## src/rtl/hv_iface_pkg.sv

```systemverilog
package hv_iface_pkg;
	// Memory-mapped register byte addresses.
	localparam logic [31:0] ADDR_HV_COMMAND = 32'hFFFF0804;
	localparam logic [31:0] ADDR_HV_TRANSFER_DATA = 32'hFFFF080C;
	// Command codes.
	localparam logic [7:0] CMD_READ_CFG0 = 8'h00;
	localparam logic [7:0] CMD_READ_CFG1 = 8'h01;
	localparam logic [7:0] CMD_READ_STATE = 8'h02;
	localparam logic [7:0] CMD_READ_MONITOR = 8'h03;
	localparam logic [7:0] CMD_WRITE_CFG0 = 8'h08;
	localparam logic [7:0] CMD_WRITE_CFG1 = 8'h09;
	// Reset values.
	localparam logic [7:0] CFG_ZERO_RESET = 8'h00;
	localparam logic [7:0] CFG_ONE_RESET = 8'h00;
	localparam logic [11:0] TRANSFER_DATA_RESET = 12'h000;
	// Configuration register 0 fields.
	localparam int CFG0_THERMAL_OFF_BIT = 7;
	localparam int CFG0_OSC_EN_BIT = 6;
	localparam int CFG0_BSD_BIT = 5;
	localparam int CFG0_WAKE_BIT = 4;
	localparam int CFG0_SUPPLY_MON_BIT = 3;
	localparam int CFG0_LOW_FLAG_BIT = 2;
	localparam int CFG0_LIN_MODE_LSB = 0;
	// Command register read-back fields.
	localparam int CMD_TX_OK_BIT = 2;
	localparam int CMD_RX_OK_BIT = 1;
	localparam int CMD_BUSY_BIT = 0;
	// Serial link timing.
	localparam int CLOCK_HZ = 100000000;
	localparam int LINK_HZ = 2560000;
	localparam int LINK_HALF_CYCLES = CLOCK_HZ / (2 * LINK_HZ);
	localparam int LATENCY_MAX_NS = 10000;
	localparam int LATENCY_MAX_CYCLES = LATENCY_MAX_NS / 10;
	localparam int FRAME_BITS = 16;
	localparam logic [4:0] FRAME_BITS_W = 5'h10;
	// Start-up allowance for the precision oscillator, software side.
	localparam int OSC_STARTUP_US = 70;
	typedef enum logic [1:0] {
		LINK_IDLE = 2'b00,
		LINK_SHIFT = 2'b01,
		LINK_DONE = 2'b11
	} link_state_type;
endpackage

```

## src/rtl/hv_indirect_data_and_config.sv

```systemverilog
`timescale 1ns/1ns
// Notes on behaviour
// - Twelve-bit memory-mapped holding register.
// - Upper nibble echoes command, read-only.
// - Codes 0-3 read config, state, monitor.
// - Codes 8, 9 write config zero, one.
// - Low byte is the data byte.
// - Config zero is 8 bits, resets zero.
// - Bit 7 disables wake thermal shutdown.
// - Bit 6 enables precision oscillator.
// - Bit 5 swaps pull-up for serial mode.
// - Bit 4 drives wake pin high.
// - Bit 3 enables supply monitor interrupt.
// - Bit 2 enables low-voltage flag.
// - Bits 1-0 select LIN driver mode.
// - Command bit 0 reads busy.
// - Serial two-wire link, within 10 us.
// - Bits 2,1 report transmit, read-back success.
module hv_indirect_data_and_config
	import hv_iface_pkg::*;
(
	// System.
	input wire logic clock,
	input wire logic rst_n,
	// Memory-mapped register port.
	input wire logic [31:0] mmr_addr,
	input wire logic mmr_write,
	input wire logic [31:0] mmr_wdata,
	output logic [31:0] mmr_rdata,
	// Status sources on the high-voltage side.
	input wire logic [7:0] hv_state,
	input wire logic [7:0] hv_monitor,
	// Configuration outputs.
	output logic thermal_shutdown_off,
	output logic precision_osc_enable,
	output logic bit_serial_device_mode,
	output logic wake_pin,
	output logic supply_monitor_enable,
	output logic low_voltage_flag_enable,
	output logic [1:0] lin_mode,
	output logic [7:0] hv_config_one,
	// Serial link.
	output logic link_clock,
	output logic link_data_out,
	output logic link_data_oe_n,
	input wire logic link_data_in
);
	logic [11:0] hv_transfer_data, next_hv_transfer_data;
	logic [7:0] hv_config_zero, next_hv_config_zero;
	logic [7:0] next_hv_config_one;
	logic [7:0] active_cmd, next_active_cmd;
	logic busy, next_busy, tx_ok, next_tx_ok, rx_ok, next_rx_ok;
	logic start, done;
	logic [15:0] frame_in;
	logic [7:0] back_byte;
	logic cmd_write, data_write, is_read, is_write, known;

	function automatic logic code_is_read(input logic [7:0] c);
		return c inside {CMD_READ_CFG0, CMD_READ_CFG1, CMD_READ_STATE, CMD_READ_MONITOR};
	endfunction

	function automatic logic code_is_write(input logic [7:0] c);
		return c == CMD_WRITE_CFG0 || c == CMD_WRITE_CFG1;
	endfunction

	assign cmd_write = mmr_write && mmr_addr == ADDR_HV_COMMAND;
	assign data_write = mmr_write && mmr_addr == ADDR_HV_TRANSFER_DATA;
	assign is_read = code_is_read(mmr_wdata[7:0]);
	assign is_write = code_is_write(mmr_wdata[7:0]);
	assign known = is_read || is_write;
	// Commands while busy are dropped.
	assign start = cmd_write && known && !busy;

	// The far end loops the frame back; reads pick the addressed source.
	always_comb begin
		unique case (active_cmd)
			CMD_READ_CFG0: back_byte = hv_config_zero;
			CMD_READ_CFG1: back_byte = hv_config_one;
			CMD_READ_STATE: back_byte = hv_state;
			CMD_READ_MONITOR: back_byte = hv_monitor;
			default: back_byte = frame_in[7:0];
		endcase
	end

	always_comb begin
		next_hv_transfer_data = hv_transfer_data;
		next_hv_config_zero = hv_config_zero;
		next_hv_config_one = hv_config_one;
		next_active_cmd = active_cmd;
		next_busy = busy;
		next_tx_ok = tx_ok;
		next_rx_ok = rx_ok;
		if (data_write && !busy) begin
			next_hv_transfer_data[7:0] = mmr_wdata[7:0];
		end
		if (start) begin
			next_active_cmd = mmr_wdata[7:0];
			next_busy = 1'b1;
		end
		if (done) begin
			next_busy = 1'b0;
			next_tx_ok = 1'b1;
			next_rx_ok = code_is_read(active_cmd) && frame_in[15:8] == active_cmd;
			if (code_is_read(active_cmd)) begin
				next_hv_transfer_data = {active_cmd[3:0], back_byte};
			end else begin
				next_hv_transfer_data[11:8] = active_cmd[3:0];
				if (active_cmd == CMD_WRITE_CFG0) begin
					next_hv_config_zero = hv_transfer_data[7:0];
				end else begin
					next_hv_config_one = hv_transfer_data[7:0];
				end
			end
		end
	end

	always_ff @(posedge clock or negedge rst_n) begin
		if (!rst_n) begin
			hv_transfer_data <= TRANSFER_DATA_RESET;
			hv_config_zero <= CFG_ZERO_RESET;
			hv_config_one <= CFG_ONE_RESET;
			active_cmd <= 8'h00;
			busy <= 1'b0;
			tx_ok <= 1'b0;
			rx_ok <= 1'b0;
		end else begin
			hv_transfer_data <= next_hv_transfer_data;
			hv_config_zero <= next_hv_config_zero;
			hv_config_one <= next_hv_config_one;
			active_cmd <= next_active_cmd;
			busy <= next_busy;
			tx_ok <= next_tx_ok;
			rx_ok <= next_rx_ok;
		end
	end

	always_comb begin
		mmr_rdata = 32'h00000000;
		if (mmr_addr == ADDR_HV_TRANSFER_DATA) begin
			mmr_rdata[11:0] = hv_transfer_data;
		end else if (mmr_addr == ADDR_HV_COMMAND) begin
			mmr_rdata[CMD_TX_OK_BIT] = tx_ok && !busy;
			mmr_rdata[CMD_RX_OK_BIT] = rx_ok && !busy;
			mmr_rdata[CMD_BUSY_BIT] = busy;
		end
	end

	assign thermal_shutdown_off = hv_config_zero[CFG0_THERMAL_OFF_BIT];
	assign precision_osc_enable = hv_config_zero[CFG0_OSC_EN_BIT];
	assign bit_serial_device_mode = hv_config_zero[CFG0_BSD_BIT];
	assign wake_pin = hv_config_zero[CFG0_WAKE_BIT];
	assign supply_monitor_enable = hv_config_zero[CFG0_SUPPLY_MON_BIT];
	assign low_voltage_flag_enable = hv_config_zero[CFG0_LOW_FLAG_BIT];
	assign lin_mode = hv_config_zero[CFG0_LIN_MODE_LSB +: 2];

	hv_link_shifter hv_link_shifter_i (
		.clock(clock),
		.rst_n(rst_n),
		.start(start),
		.frame_out({mmr_wdata[7:0], hv_transfer_data[7:0]}),
		.done(done),
		.frame_in(frame_in),
		.link_clock(link_clock),
		.link_data_out(link_data_out),
		.link_data_oe_n(link_data_oe_n),
		.link_data_in(link_data_in)
	);

	logic [10:0] busy_age;
	always_ff @(posedge clock or negedge rst_n) begin
		if (!rst_n) begin
			busy_age <= 11'h000;
		end else begin
			busy_age <= busy ? busy_age + 11'h001 : 11'h000;
		end
	end

	property p_latency;
		@(posedge clock) disable iff (!rst_n) busy |-> busy_age < 11'(LATENCY_MAX_CYCLES);
	endproperty
	a_latency: assert property (p_latency) else $error("command exceeded latency");

	property p_busy_start;
		@(posedge clock) disable iff (!rst_n) start |=> busy;
	endproperty
	a_busy_start: assert property (p_busy_start) else $error("busy not set");

	property p_write0;
		@(posedge clock) disable iff (!rst_n)
			done && active_cmd == CMD_WRITE_CFG0 |=> hv_config_zero == $past(hv_transfer_data[7:0]);
	endproperty
	a_write0: assert property (p_write0) else $error("config zero not written");

	property p_readback;
		@(posedge clock) disable iff (!rst_n)
			done && code_is_read(active_cmd) |=> hv_transfer_data == {$past(active_cmd[3:0]), $past(back_byte)};
	endproperty
	a_readback: assert property (p_readback) else $error("read-back not loaded");

	property p_cfg_stable;
		@(posedge clock) disable iff (!rst_n) !done |=> $stable(hv_config_zero);
	endproperty
	a_cfg_stable: assert property (p_cfg_stable) else $error("config changed without command");

	property p_upper_ro;
		@(posedge clock) disable iff (!rst_n) !done |=> $stable(hv_transfer_data[11:8]);
	endproperty
	a_upper_ro: assert property (p_upper_ro) else $error("command echo changed by software");

	property p_status_hidden;
		@(posedge clock) disable iff (!rst_n)
			busy && mmr_addr == ADDR_HV_COMMAND |-> mmr_rdata[2:0] == 3'h1;
	endproperty
	a_status_hidden: assert property (p_status_hidden) else $error("status shown while busy");

	// A completed write to config zero must reach every output decoded from config zero in the next cycle.
	property p_lin;
		@(posedge clock) disable iff (!rst_n)
			done && active_cmd == CMD_WRITE_CFG0 |=>
			{thermal_shutdown_off, precision_osc_enable, bit_serial_device_mode, wake_pin,
			supply_monitor_enable, low_voltage_flag_enable, lin_mode} == $past(hv_transfer_data[7:0]);
	endproperty
	a_lin: assert property (p_lin) else $error("config output mismatch");
endmodule

```

## src/rtl/hv_link_shifter.sv

```systemverilog
`timescale 1ns/1ns
module hv_link_shifter
	import hv_iface_pkg::*;
(
	// System.
	input wire logic clock,
	input wire logic rst_n,
	// Request side.
	input wire logic start,
	input wire logic [15:0] frame_out,
	output logic done,
	output logic [15:0] frame_in,
	// Serial pins.
	output logic link_clock,
	output logic link_data_out,
	output logic link_data_oe_n,
	input wire logic link_data_in
);
	link_state_type state, next_state;
	logic [5:0] div, next_div;
	logic [4:0] count, next_count;
	logic [15:0] shift_out, next_shift_out;
	logic [15:0] shift_in, next_shift_in;
	logic next_link_clock;
	logic tick;

	assign tick = (div == 6'(LINK_HALF_CYCLES - 1));

	always_comb begin
		next_state = state;
		next_div = (state == LINK_SHIFT && !tick) ? div + 6'h01 : 6'h00;
		next_count = count;
		next_shift_out = shift_out;
		next_shift_in = shift_in;
		next_link_clock = link_clock;
		unique case (state)
			LINK_IDLE: begin
				next_link_clock = 1'b0;
				if (start) begin
					next_state = LINK_SHIFT;
					next_shift_out = frame_out;
					next_count = 5'h00;
				end
			end
			LINK_SHIFT: begin
				if (tick) begin
					next_link_clock = !link_clock;
					if (!link_clock) begin
						next_shift_in = {shift_in[14:0], link_data_in};
					end else begin
						next_shift_out = {shift_out[14:0], 1'b0};
						next_count = count + 5'h01;
						if (count == FRAME_BITS_W - 5'h01) begin
							next_state = LINK_DONE;
						end
					end
				end
			end
			LINK_DONE: begin
				next_state = LINK_IDLE;
			end
			// The unused code returns the link to idle.
			default: begin
				next_state = LINK_IDLE;
				next_link_clock = 1'b0;
			end
		endcase
	end

	always_ff @(posedge clock or negedge rst_n) begin
		if (!rst_n) begin
			state <= LINK_IDLE;
			div <= 6'h00;
			count <= 5'h00;
			shift_out <= 16'h0000;
			shift_in <= 16'h0000;
			link_clock <= 1'b0;
		end else begin
			state <= next_state;
			div <= next_div;
			count <= next_count;
			shift_out <= next_shift_out;
			shift_in <= next_shift_in;
			link_clock <= next_link_clock;
		end
	end

	assign done = (state == LINK_DONE);
	assign frame_in = shift_in;
	assign link_data_out = shift_out[15];
	// Data is driven only while a frame is shifted.
	assign link_data_oe_n = (state != LINK_SHIFT);
endmodule

```

## config.mk

```make
export PLATFORM = sky130hd
export DESIGN_NAME = hv_indirect_data_and_config
export DESIGN_NICKNAME = d
export VERILOG_FILES = /design/src/rtl/hv_iface_pkg.sv /design/src/rtl/hv_indirect_data_and_config.sv /design/src/rtl/hv_link_shifter.sv
export SDC_FILE = /design/constraint.sdc
export NUM_CORES = 1
export LEC_CHECK = 0
export ABC_CLOCK_PERIOD_IN_PS = 3900
export BUFFER_PORTS_ARGS = -buffer_cell sky130_fd_sc_hd__buf_2
export CAP_MARGIN = 10
export CORE_MARGIN = 10
export CORE_UTILIZATION = 30
export DETAILED_ROUTE_END_ITERATION = 10
export MAX_ROUTING_LAYER = met4
export RECOVER_POWER = 50
export SLEW_MARGIN = 0
export SYNTH_ARGS = -nofsm -noshare
export SYNTH_HDL_FRONTEND = slang
export SYNTH_SLANG_ARGS = --single-unit
```

## constraint.sdc

```tcl
create_clock -name clock -period 3.9 [get_ports clock]
set_clock_uncertainty 0.05 [all_clocks]
set_input_delay 0.78 -clock clock [delete_from_list [all_inputs] [get_ports clock]]
set_output_delay 0.78 -clock clock [all_outputs]
set_load 0.02 [all_outputs]
```

=== Yosys cells after proc, flatten, opt, wreduce, memory -nomap -nowiden ===
Cells that the tools add are included.

* Register bits: 85
* Logic and storage cells: 93
* Output and inout port bits: 51
* Input bits: 84

* $add $sub $neg: 2
* Reduce and logical (&&, ||, !) cells: 27
* Equality and inequality tests: 21
* Bitwise logic cells: 4
* Muxes and demuxes: 25

{| class="wikitable"
|+ Operators by type and width
! cell !! count
|-
| 32-bit == test (second input constant) || 2
|-
| 16-bit two-way mux || 3
|-
| 8-bit by 2-bit == test with 1-bit output (second input constant) || 4
|-
| 16-bit one-hot mux with 2 select lines || 1
|-
| 8-bit one-hot mux with 4 select lines || 1
|-
| 8-bit by 4-bit == test with 1-bit output (second input constant) || 3
|-
| 8-bit two-way mux || 3
|-
| 8-bit by 1-bit == test with 1-bit output (second input constant) || 2
|-
| 8-bit logical NOT || 2
|-
| 5-bit two-way mux || 3
|-
| 5-bit one-hot mux with 2 select lines || 1
|-
| 1-bit logical AND || 9
|-
| 9-bit two-way mux || 1
|-
| 3-bit AND reduction || 3
|-
| 8-bit == test || 1
|-
| 2-bit two-way mux || 4
|-
| 2-bit by 1-bit inequality test with 1-bit output (second input constant) || 4
|-
| 4-bit AND reduction || 2
|-
| 4-bit nonzero test || 2
|-
| 6-bit by 1-bit adder with 6-bit output (second input constant) || 1
|-
| 6-bit by 5-bit == test with 1-bit output (second input constant) || 1
|-
| 3-bit two-way mux || 2
|-
| 6-bit two-way mux || 1
|-
| 5-bit by 1-bit adder with 5-bit output (second input constant) || 1
|-
| other kinds (13) || 22
|}

=== Depth between registers and ports, before layout ===
Gate-level depths: netlist (run 1).

* Depth in word-level cells: 7
* Gate-level depth with buffers: 8
* Mapped depth without buffers: 6

=== By module ===
A second synthesis (run 1) with hierarchy kept.

* Cells, all modules: 360
* Area total of the unflattened synthesis: 4280.4 um^2

{| class="wikitable"
|+ By module, submodules not included
! module !! seq. area each (um^2) !! cells each !! area an instance (um^2) !! instances
|-
| hv_indirect_data_and_config || 975.9 || 202 || 2264.7 || 1
|-
| hv_link_shifter || 1151.1 || 158 || 2015.7 || 1
|}

=== Worst setup path before layout (run 1) ===
OpenSTA, ideal clock, no wires.

* Path type: in2out
* Start point: input port mmr_addr[1]
* End point: output port mmr_rdata[10]
* Path slack: 1190 ps
* Stages on the path: 5
* Data required time: 3070 ps
* Buffers on the path: 1
* Data arrival time: 1880 ps
* Cells stage by stage: nor4b_1 > and4_1 > and3_1 > clkbuf_1 > and2_1

* Cells in the longest elaborated chain, start to end: 2

{| class="wikitable"
|+ RTL lines
! element !! RTL line !! text
|-
| start, declared || hv_indirect_data_and_config.sv:26 || <nowiki>input wire logic [31:0] mmr_addr,</nowiki>
|-
| 32-bit == test || hv_indirect_data_and_config.sv:139 || <nowiki>if (mmr_addr == ADDR_HV_TRANSFER_DATA) begin</nowiki>
|-
| 9-bit two-way mux || hv_indirect_data_and_config.sv:139 ||
|-
| end, declared || hv_indirect_data_and_config.sv:29 || <nowiki>output logic [31:0] mmr_rdata,</nowiki>
|}

Every way passes these cells.

=== Final worst setup path (run 1) ===
* Start point: input port mmr_addr[18]
* End point: output port mmr_rdata[7]

The elaborated chain is that of the path after synthesis.

==> impl_metrics.csv, run 1 <==
group,metric,value,unit
status,status,"finished, violations left",
status,violations,"capacitance limit, slew limit",
place,port_buffers,90,
critical_path,cp.required,3.07,ns
critical_path,arrival,2.22,ns
yosys,syn_area_per_cell,10.93,sq um
routing,wl_per_cell,15.99,um
yosys,syn-instance-count,401,
yosys,synth.distinct_cells,53,
timing,slew_headroom,-20.67,%
clock_tree,path_clk_slew,0.06,ns
power,leakage,2.633,nW
clock_tree,cts_sinks,85,
timing,period_minus_slack,3.047,ns
die,row_count,44,
power,ir_drop,0.0001982,V
global_routing,grt_pass1_wl,17640,um
clock_tree,ctsResizeCount,0,
timing,timing.fmax,0.3281,GHz
critical_path,reg2reg_to,"hv_link_shifter_i.frame_in[6]",
layout,final_area,5235,sq um
power,p_per_area,359.4,nW/um^2
power,fin_total_pwr,0.001882,W
routing,dr.pass1.iters,4,
layout,num_antenna_cells,0,
die,start_util,30.38,%
global_routing,grt_overflow,0,
hold_path,min-delay-start,"hv_link_shifter_i.div[0]",
timing,rsz0062_at_grt,"no",
timing,worst_slew_pin_slew,1.810,ns
yosys,synth-seq-cells,85,
place,dpl.cell_count,662,
die,dieHeight,140.9,um
yosys,synth_area_leader_cell,"dfrtp_1",
critical_path,crit_fanout,9,
critical_path,end_kind,"primary output",
critical_path,startpoint_type,"input pin",
die,die-area,19840,sq um
global_routing,grt_pass1_vias,3357,
place,hpwl,8164,um
layout,final_common_cell,"buf_2",
clock_tree,cts_buffer_depth,2,
layout,final_util,36.29,%
place,dpl_cell_area,4928,sq um
timing,setup_violations,0,
die,core_area,14420,sq um
clock_tree,cts_buffers,9,
job,maxCapViolations,1,
clock_tree,post_cts.repair.setup_buffers,0,
critical_path,r2r_setup_slack,1.38,ns
clock_tree,cts_tree,"yes",
routing,drcViolationCount,0,
critical_path,reg2regPathDepth,5,
routing,routed_via_density,4.721,
global_routing,antenna_found_initial,0,
timing,maxSlewViolCount,74,
layout,final_nets,577,
yosys,yosysTopAreaCellShare,48.54,%
layout,layout-area-overhead-vs-synth,19.47,%
routing,first_iter_violations,151,
critical_path,crit_type,"in2out",
timing,finalCritPeriodShare,78.14,%
yosys,yosysSeqAreaShare,48.54,%
die,die_x,140.9,um
yosys,ys_top_cells_by_area,"dfrtp_1, mux2_2, nand2_1, buf_4, mux2i_1",
critical_path,r2r_start,"hv_link_shifter_i.state[0]",
clock_tree,cts_max_level,3,
routing,ant_nets,0,
layout,final_cell_mix,"buf_2, dfrtp_1, nand2_1",
hold_path,whs_endpoint,"hv_link_shifter_i.div[0]",
global_routing,grt_usage,11.17,%
clock_tree,cts_hold_buf,0,
global_routing,grt_max_degree,74,
clock_tree,root_buffer,"clkbuf_16",
yosys,syn_area,4382,sq um
routing,vias,3201,
layout,layout-drive-gt1-share,34.41,%
hold_path,whs_path_depth,1,
die,io-pin-count,135,
place,place_congestion,0.7982,
yosys,yosysWarnings,0,
clock_tree,clk_latency,0.33,ns
timing,setup_tns,0,ns
layout,final_cells,678,
timing,finalHoldViolCount,0,
routing,wirelength,10840,um
hold_path,hold_path_class,"reg2reg",
[per-layer routing]
layer	routed length [um]	up-vias	GRT usage, %
met5	0	-	-
met3	652	13	3.493
met4	156	0	3.043
met2	5443	83	18.60
li1	-	1538	-
met1	4588	1567	12.72
[registers in the layout (all words and copies together), names as in the netlist]
name / count
hv_link_shifter_i.frame_in: 16
hv_link_shifter_i.shift_out: 16
hv_transfer_data: 12
active_cmd: 8
hv_config_one: 8
hv_config_zero: 8
hv_link_shifter_i.div: 6
hv_link_shifter_i.count: 5
hv_link_shifter_i.state: 2
busy: 1
hv_link_shifter_i.link_clock: 1
rx_ok: 1
tx_ok: 1
[cell families after synthesis]
kind of cell / share of synthesized area (%)
AO/OA/AOI/OAI: 7.282
XOR/XNOR: 2.599
other: 0.08558
flip-flops: 48.54
AND/OR/NAND/NOR: 17.76
adder cells (fa/ha/maj): 1.142
buffers and inverters: 5.939
multiplexers: 16.65
[metrics by stage]
step | worst slack (ns) | hold WS, ns
2_1_floorplan | 1.190 | 0.3854
3_3_place_gp | 0.8044 | 0.4091
3_5_place_dp | 0.8061 | 0.4373
4_1_cts | 0.8020 | 0.4457
5_1_grt | 0.6379 | 0.4698
6_report | 0.8526 | 0.4394
[Yosys cell counts (all sizes together)]
cell type	number
o211a	1
a211oi	12
nand3b	1
nor4	7
mux2i	11
dfrtp	85
nor2	25
buf	28
inv	8
ha	4
nor4b	3
a211o	2
mux4	1
nand3	8
and4	1
nand2	58
a21o	2
o21ai	4
o311a	1
nor3b	2
nand4	3
conb	1
a21oi	18
clkbuf	7
nand2b	1
a22oi	2
mux2	53
nor3	11
and2	14
nor4bb	1
o2bb2ai	2
xor2	10
xnor2	3
and3	3
or3	1
nor2b	1
or4	1
o22ai	2
a31oi	1
nand4b	2
[how the worst max path moves through the flow]
stage / startpoint / slack (ns) / cells after the start / end
2_1_floorplan: mmr_addr[1] / 1.19 / 5 / mmr_rdata[10]
3_3_place_gp: mmr_addr[8] / 0.80 / 6 / mmr_rdata[10]
3_5_place_dp: mmr_addr[1] / 0.81 / 6 / mmr_rdata[5]
4_1_cts: mmr_addr[1] / 0.80 / 6 / mmr_rdata[5]
5_1_grt: mmr_addr[13] / 0.64 / 6 / mmr_rdata[7]
6_report: mmr_addr[18] / 0.85 / 6 / mmr_rdata[7]
[cell type report]
cell class | instances | area, sq um
Sequential cell | 85 | 2127
Fill cell | 1475 | 9189
Timing Repair Buffer | 93 | 464.2
Multi-Input combinational cell | 292 | 2058
Clock buffer | 10 | 239.0
Inverter | 8 | 30.03
Tap cell | 184 | 230.2
Clock inverter | 6 | 86.33
[power by group]
| part | internal (W) | total (W) | switching, W |
|---|---|---|---|
| Clock | 0.000577 | 0.000920 | 0.000343 |
| Combinational | 0.0000260 | 0.0000790 | 0.0000530 |
| Sequential | 0.000882 | 0.000883 | 0.000000230 |
[worst max-delay path, cell delays in order]
cell     delay, ns
buf_2         0.08
nand4_1       0.14
nor4_4        0.47
and3_1        0.41
and2_1        0.18
buf_2         0.16
(Power assumes the default switching activity.)
==> run 2: changes to the inputs <==
--- a/config.mk
+++ b/config.mk
@@ -5,7 +5,7 @@
 export SDC_FILE = /design/constraint.sdc
 export NUM_CORES = 1
 export LEC_CHECK = 0
-export ABC_CLOCK_PERIOD_IN_PS = 3900
+export ABC_CLOCK_PERIOD_IN_PS = 3100
 export BUFFER_PORTS_ARGS = -buffer_cell sky130_fd_sc_hd__buf_2
 export CAP_MARGIN = 10
 export CORE_MARGIN = 10
==> constraint.sdc (replaced) <==
create_clock -name clock -period 3.1 [get_ports clock]
set_clock_uncertainty 0.05 [all_clocks]
set_input_delay 0.62 -clock clock [delete_from_list [all_inputs] [get_ports clock]]
set_output_delay 0.62 -clock clock [all_outputs]
set_load 0.02 [all_outputs]
==> impl_metrics.csv, run 2 (synthesis gave the netlist of run 1 again) <==
group,metric,value,unit
layout,final_cell_mix,"dfrtp_1, buf_2, nand2_1",
critical_path,arrival,2.10,ns
routing,vias,3245,
routing,dr.pass1.iters,4,
critical_path,reg2regPathDepth,5,
clock_tree,path_clk_slew,0.06,ns
layout,final_common_cell,"dfrtp_1",
layout,num_antenna_cells,0,
die,die_x,140.9,um
power,leakage,2.608,nW
layout,final_nets,580,
clock_tree,cts_buffers,9,
place,hpwl,8231,um
job,maxCapViolations,0,
critical_path,path_common_cell,"buf_2",
critical_path,crit_fanout,9,
global_routing,antenna_found_initial,0,
clock_tree,root_buffer,"clkbuf_16",
global_routing,grt_usage,11.14,%
critical_path,crit_type,"in2out",
timing,setup_tns,0,ns
timing,finalHoldViolCount,0,
critical_path,startpoint_type,"input pin",
die,row_count,44,
clock_tree,cts_tree,"yes",
critical_path,path_depth,6,
timing,finalCritPeriodShare,89.47,%
critical_path,end_kind,"primary output",
routing,first_iter_violations,167,
critical_path,cp.required,2.43,ns
timing,maxSlewViolCount,0,
place,place_ws,0.2909,ns
place,port_buffers,90,
critical_path,crit_buf_inv,2,
routing,ant_nets,0,
layout,layout-area-overhead-vs-synth,18.93,%
critical_path,crit_path_cell_trace,"buf_2, nor4_1, and4_1, and3_1, and2_1, buf_2",
critical_path,cpPeakStageDelay,0.42,ns
routing,drcViolationCount,0,
die,core_area,14420,sq um
global_routing,grt_pass1_wl,17670,um
timing,period_minus_slack,2.774,ns
global_routing,grt_pass1_vias,3373,
hold_path,hold_path_class,"reg2reg",
layout,layout-drive-gt1-share,34.41,%
timing,hold_slack,0.4313,ns
routing,routed_via_density,4.765,
timing,slew_headroom,18.59,%
power,ir_drop,0.0002419,V
clock_tree,cts_sinks,85,
clock_tree,cts_max_level,3,
die,start_util,30.38,%
clock_tree,post_cts.repair.setup_buffers,0,
timing,worst_slew_pin_slew,1.221,ns
timing,setup_violations,0,
global_routing,grt_overflow,0,
clock_tree,clk_latency,0.34,ns
critical_path,r2r_setup_slack,0.62,ns
timing,setup_ws,0.3264,ns
clock_tree,ctsResizeCount,0,
place,place_congestion,0.7981,
hold_path,whs_path_depth,2,
die,dieHeight,140.9,um
power,p_per_area,425.4,nW/um^2
status,status,"completed",
clock_tree,cts_hold_buf,0,
routing,wirelength,10820,um
global_routing,grt_max_degree,49,
die,die-area,19840,sq um
timing,timing.fmax,0.3605,GHz
die,io-pin-count,135,
routing,wl_per_cell,15.88,um
critical_path,cp_top_family,"simple AND/OR/NAND/NOR gates",
timing,rsz0062_at_grt,"no",
critical_path,slowest_stage,"and3_1",
clock_tree,cts_buffer_depth,2,
run 2: cell count changes in the layout (fill, tap and decap cells not counted), sizes merged:
| cell | delta |
|---|---|
| clkinv | -1 |
| inv | +3 |
| bufinv | -2 |
| clkinvlp | +1 |
| buf | -1 |
| clkbuf | +3 |
run 2: worst paths after layout:
kind                                                 start                        endpoint
worst max-delay path                           mmr_addr[5]                    mmr_rdata[4]
worst min-delay path                  hv_transfer_data[11]            hv_transfer_data[11]
worst max register to register  hv_link_shifter_i.state[0]  hv_link_shifter_i.frame_in[13]
worst min register to register        hv_transfer_data[11]            hv_transfer_data[11]
max in group asynchronous                            rst_n  hv_link_shifter_i.shift_out[6]
min in group asynchronous                            rst_n   hv_link_shifter_i.frame_in[1]
run 2: per-stage QoR:
step | utilization [%] | instances | power (W) | area [sq um]
2_1_floorplan | - | 420 | 0.001183 | 4453
3_3_place_gp | 34.41 | 665 | 0.001232 | 4964
3_5_place_dp | 34.41 | 665 | 0.001234 | 4964
4_1_cts | 36.36 | 681 | 0.002243 | 5244
5_1_grt | 36.13 | 681 | 0.002309 | 5211
6_report | 36.13 | 681 | 0.002217 | 5211
run 2: layout make-up:
type / count / area (sq um)
Fill cell: 1463 / 9213
Sequential cell: 85 / 2127
Multi-Input combinational cell: 292 / 2061
Timing Repair Buffer: 96 / 483.0
Tap cell: 184 / 230.2
Clock buffer: 9 / 225.2
Clock inverter: 7 / 55.05
Inverter: 8 / 30.03
run 2: where the power goes:
| group | total (W) | switching, W | internal (W) |
|---|---|---|---|
| clock | 0.00101 | 0.000456 | 0.000551 |
| sequential | 0.00111 | 0.000000281 | 0.00111 |
| combinational | 0.000100 | 0.0000674 | 0.0000328 |
| total | 0.00222 | 0.000524 | 0.00169 |
run 2: metal layers:
metal	vias up	global-route usage [%]	share of wire [%]
met3	18	3.729	6.1
met5	-	-	0
li1	1541	-	-
met1	1598	13.00	42
met4	0	2.935	1.7
met2	88	18.05	50
run 2: worst min-delay path, stage by stage (launching register included):
cell	delay, ns
dfrtp_1	0.34
nand2_1	0.05
nand2_1	0.06
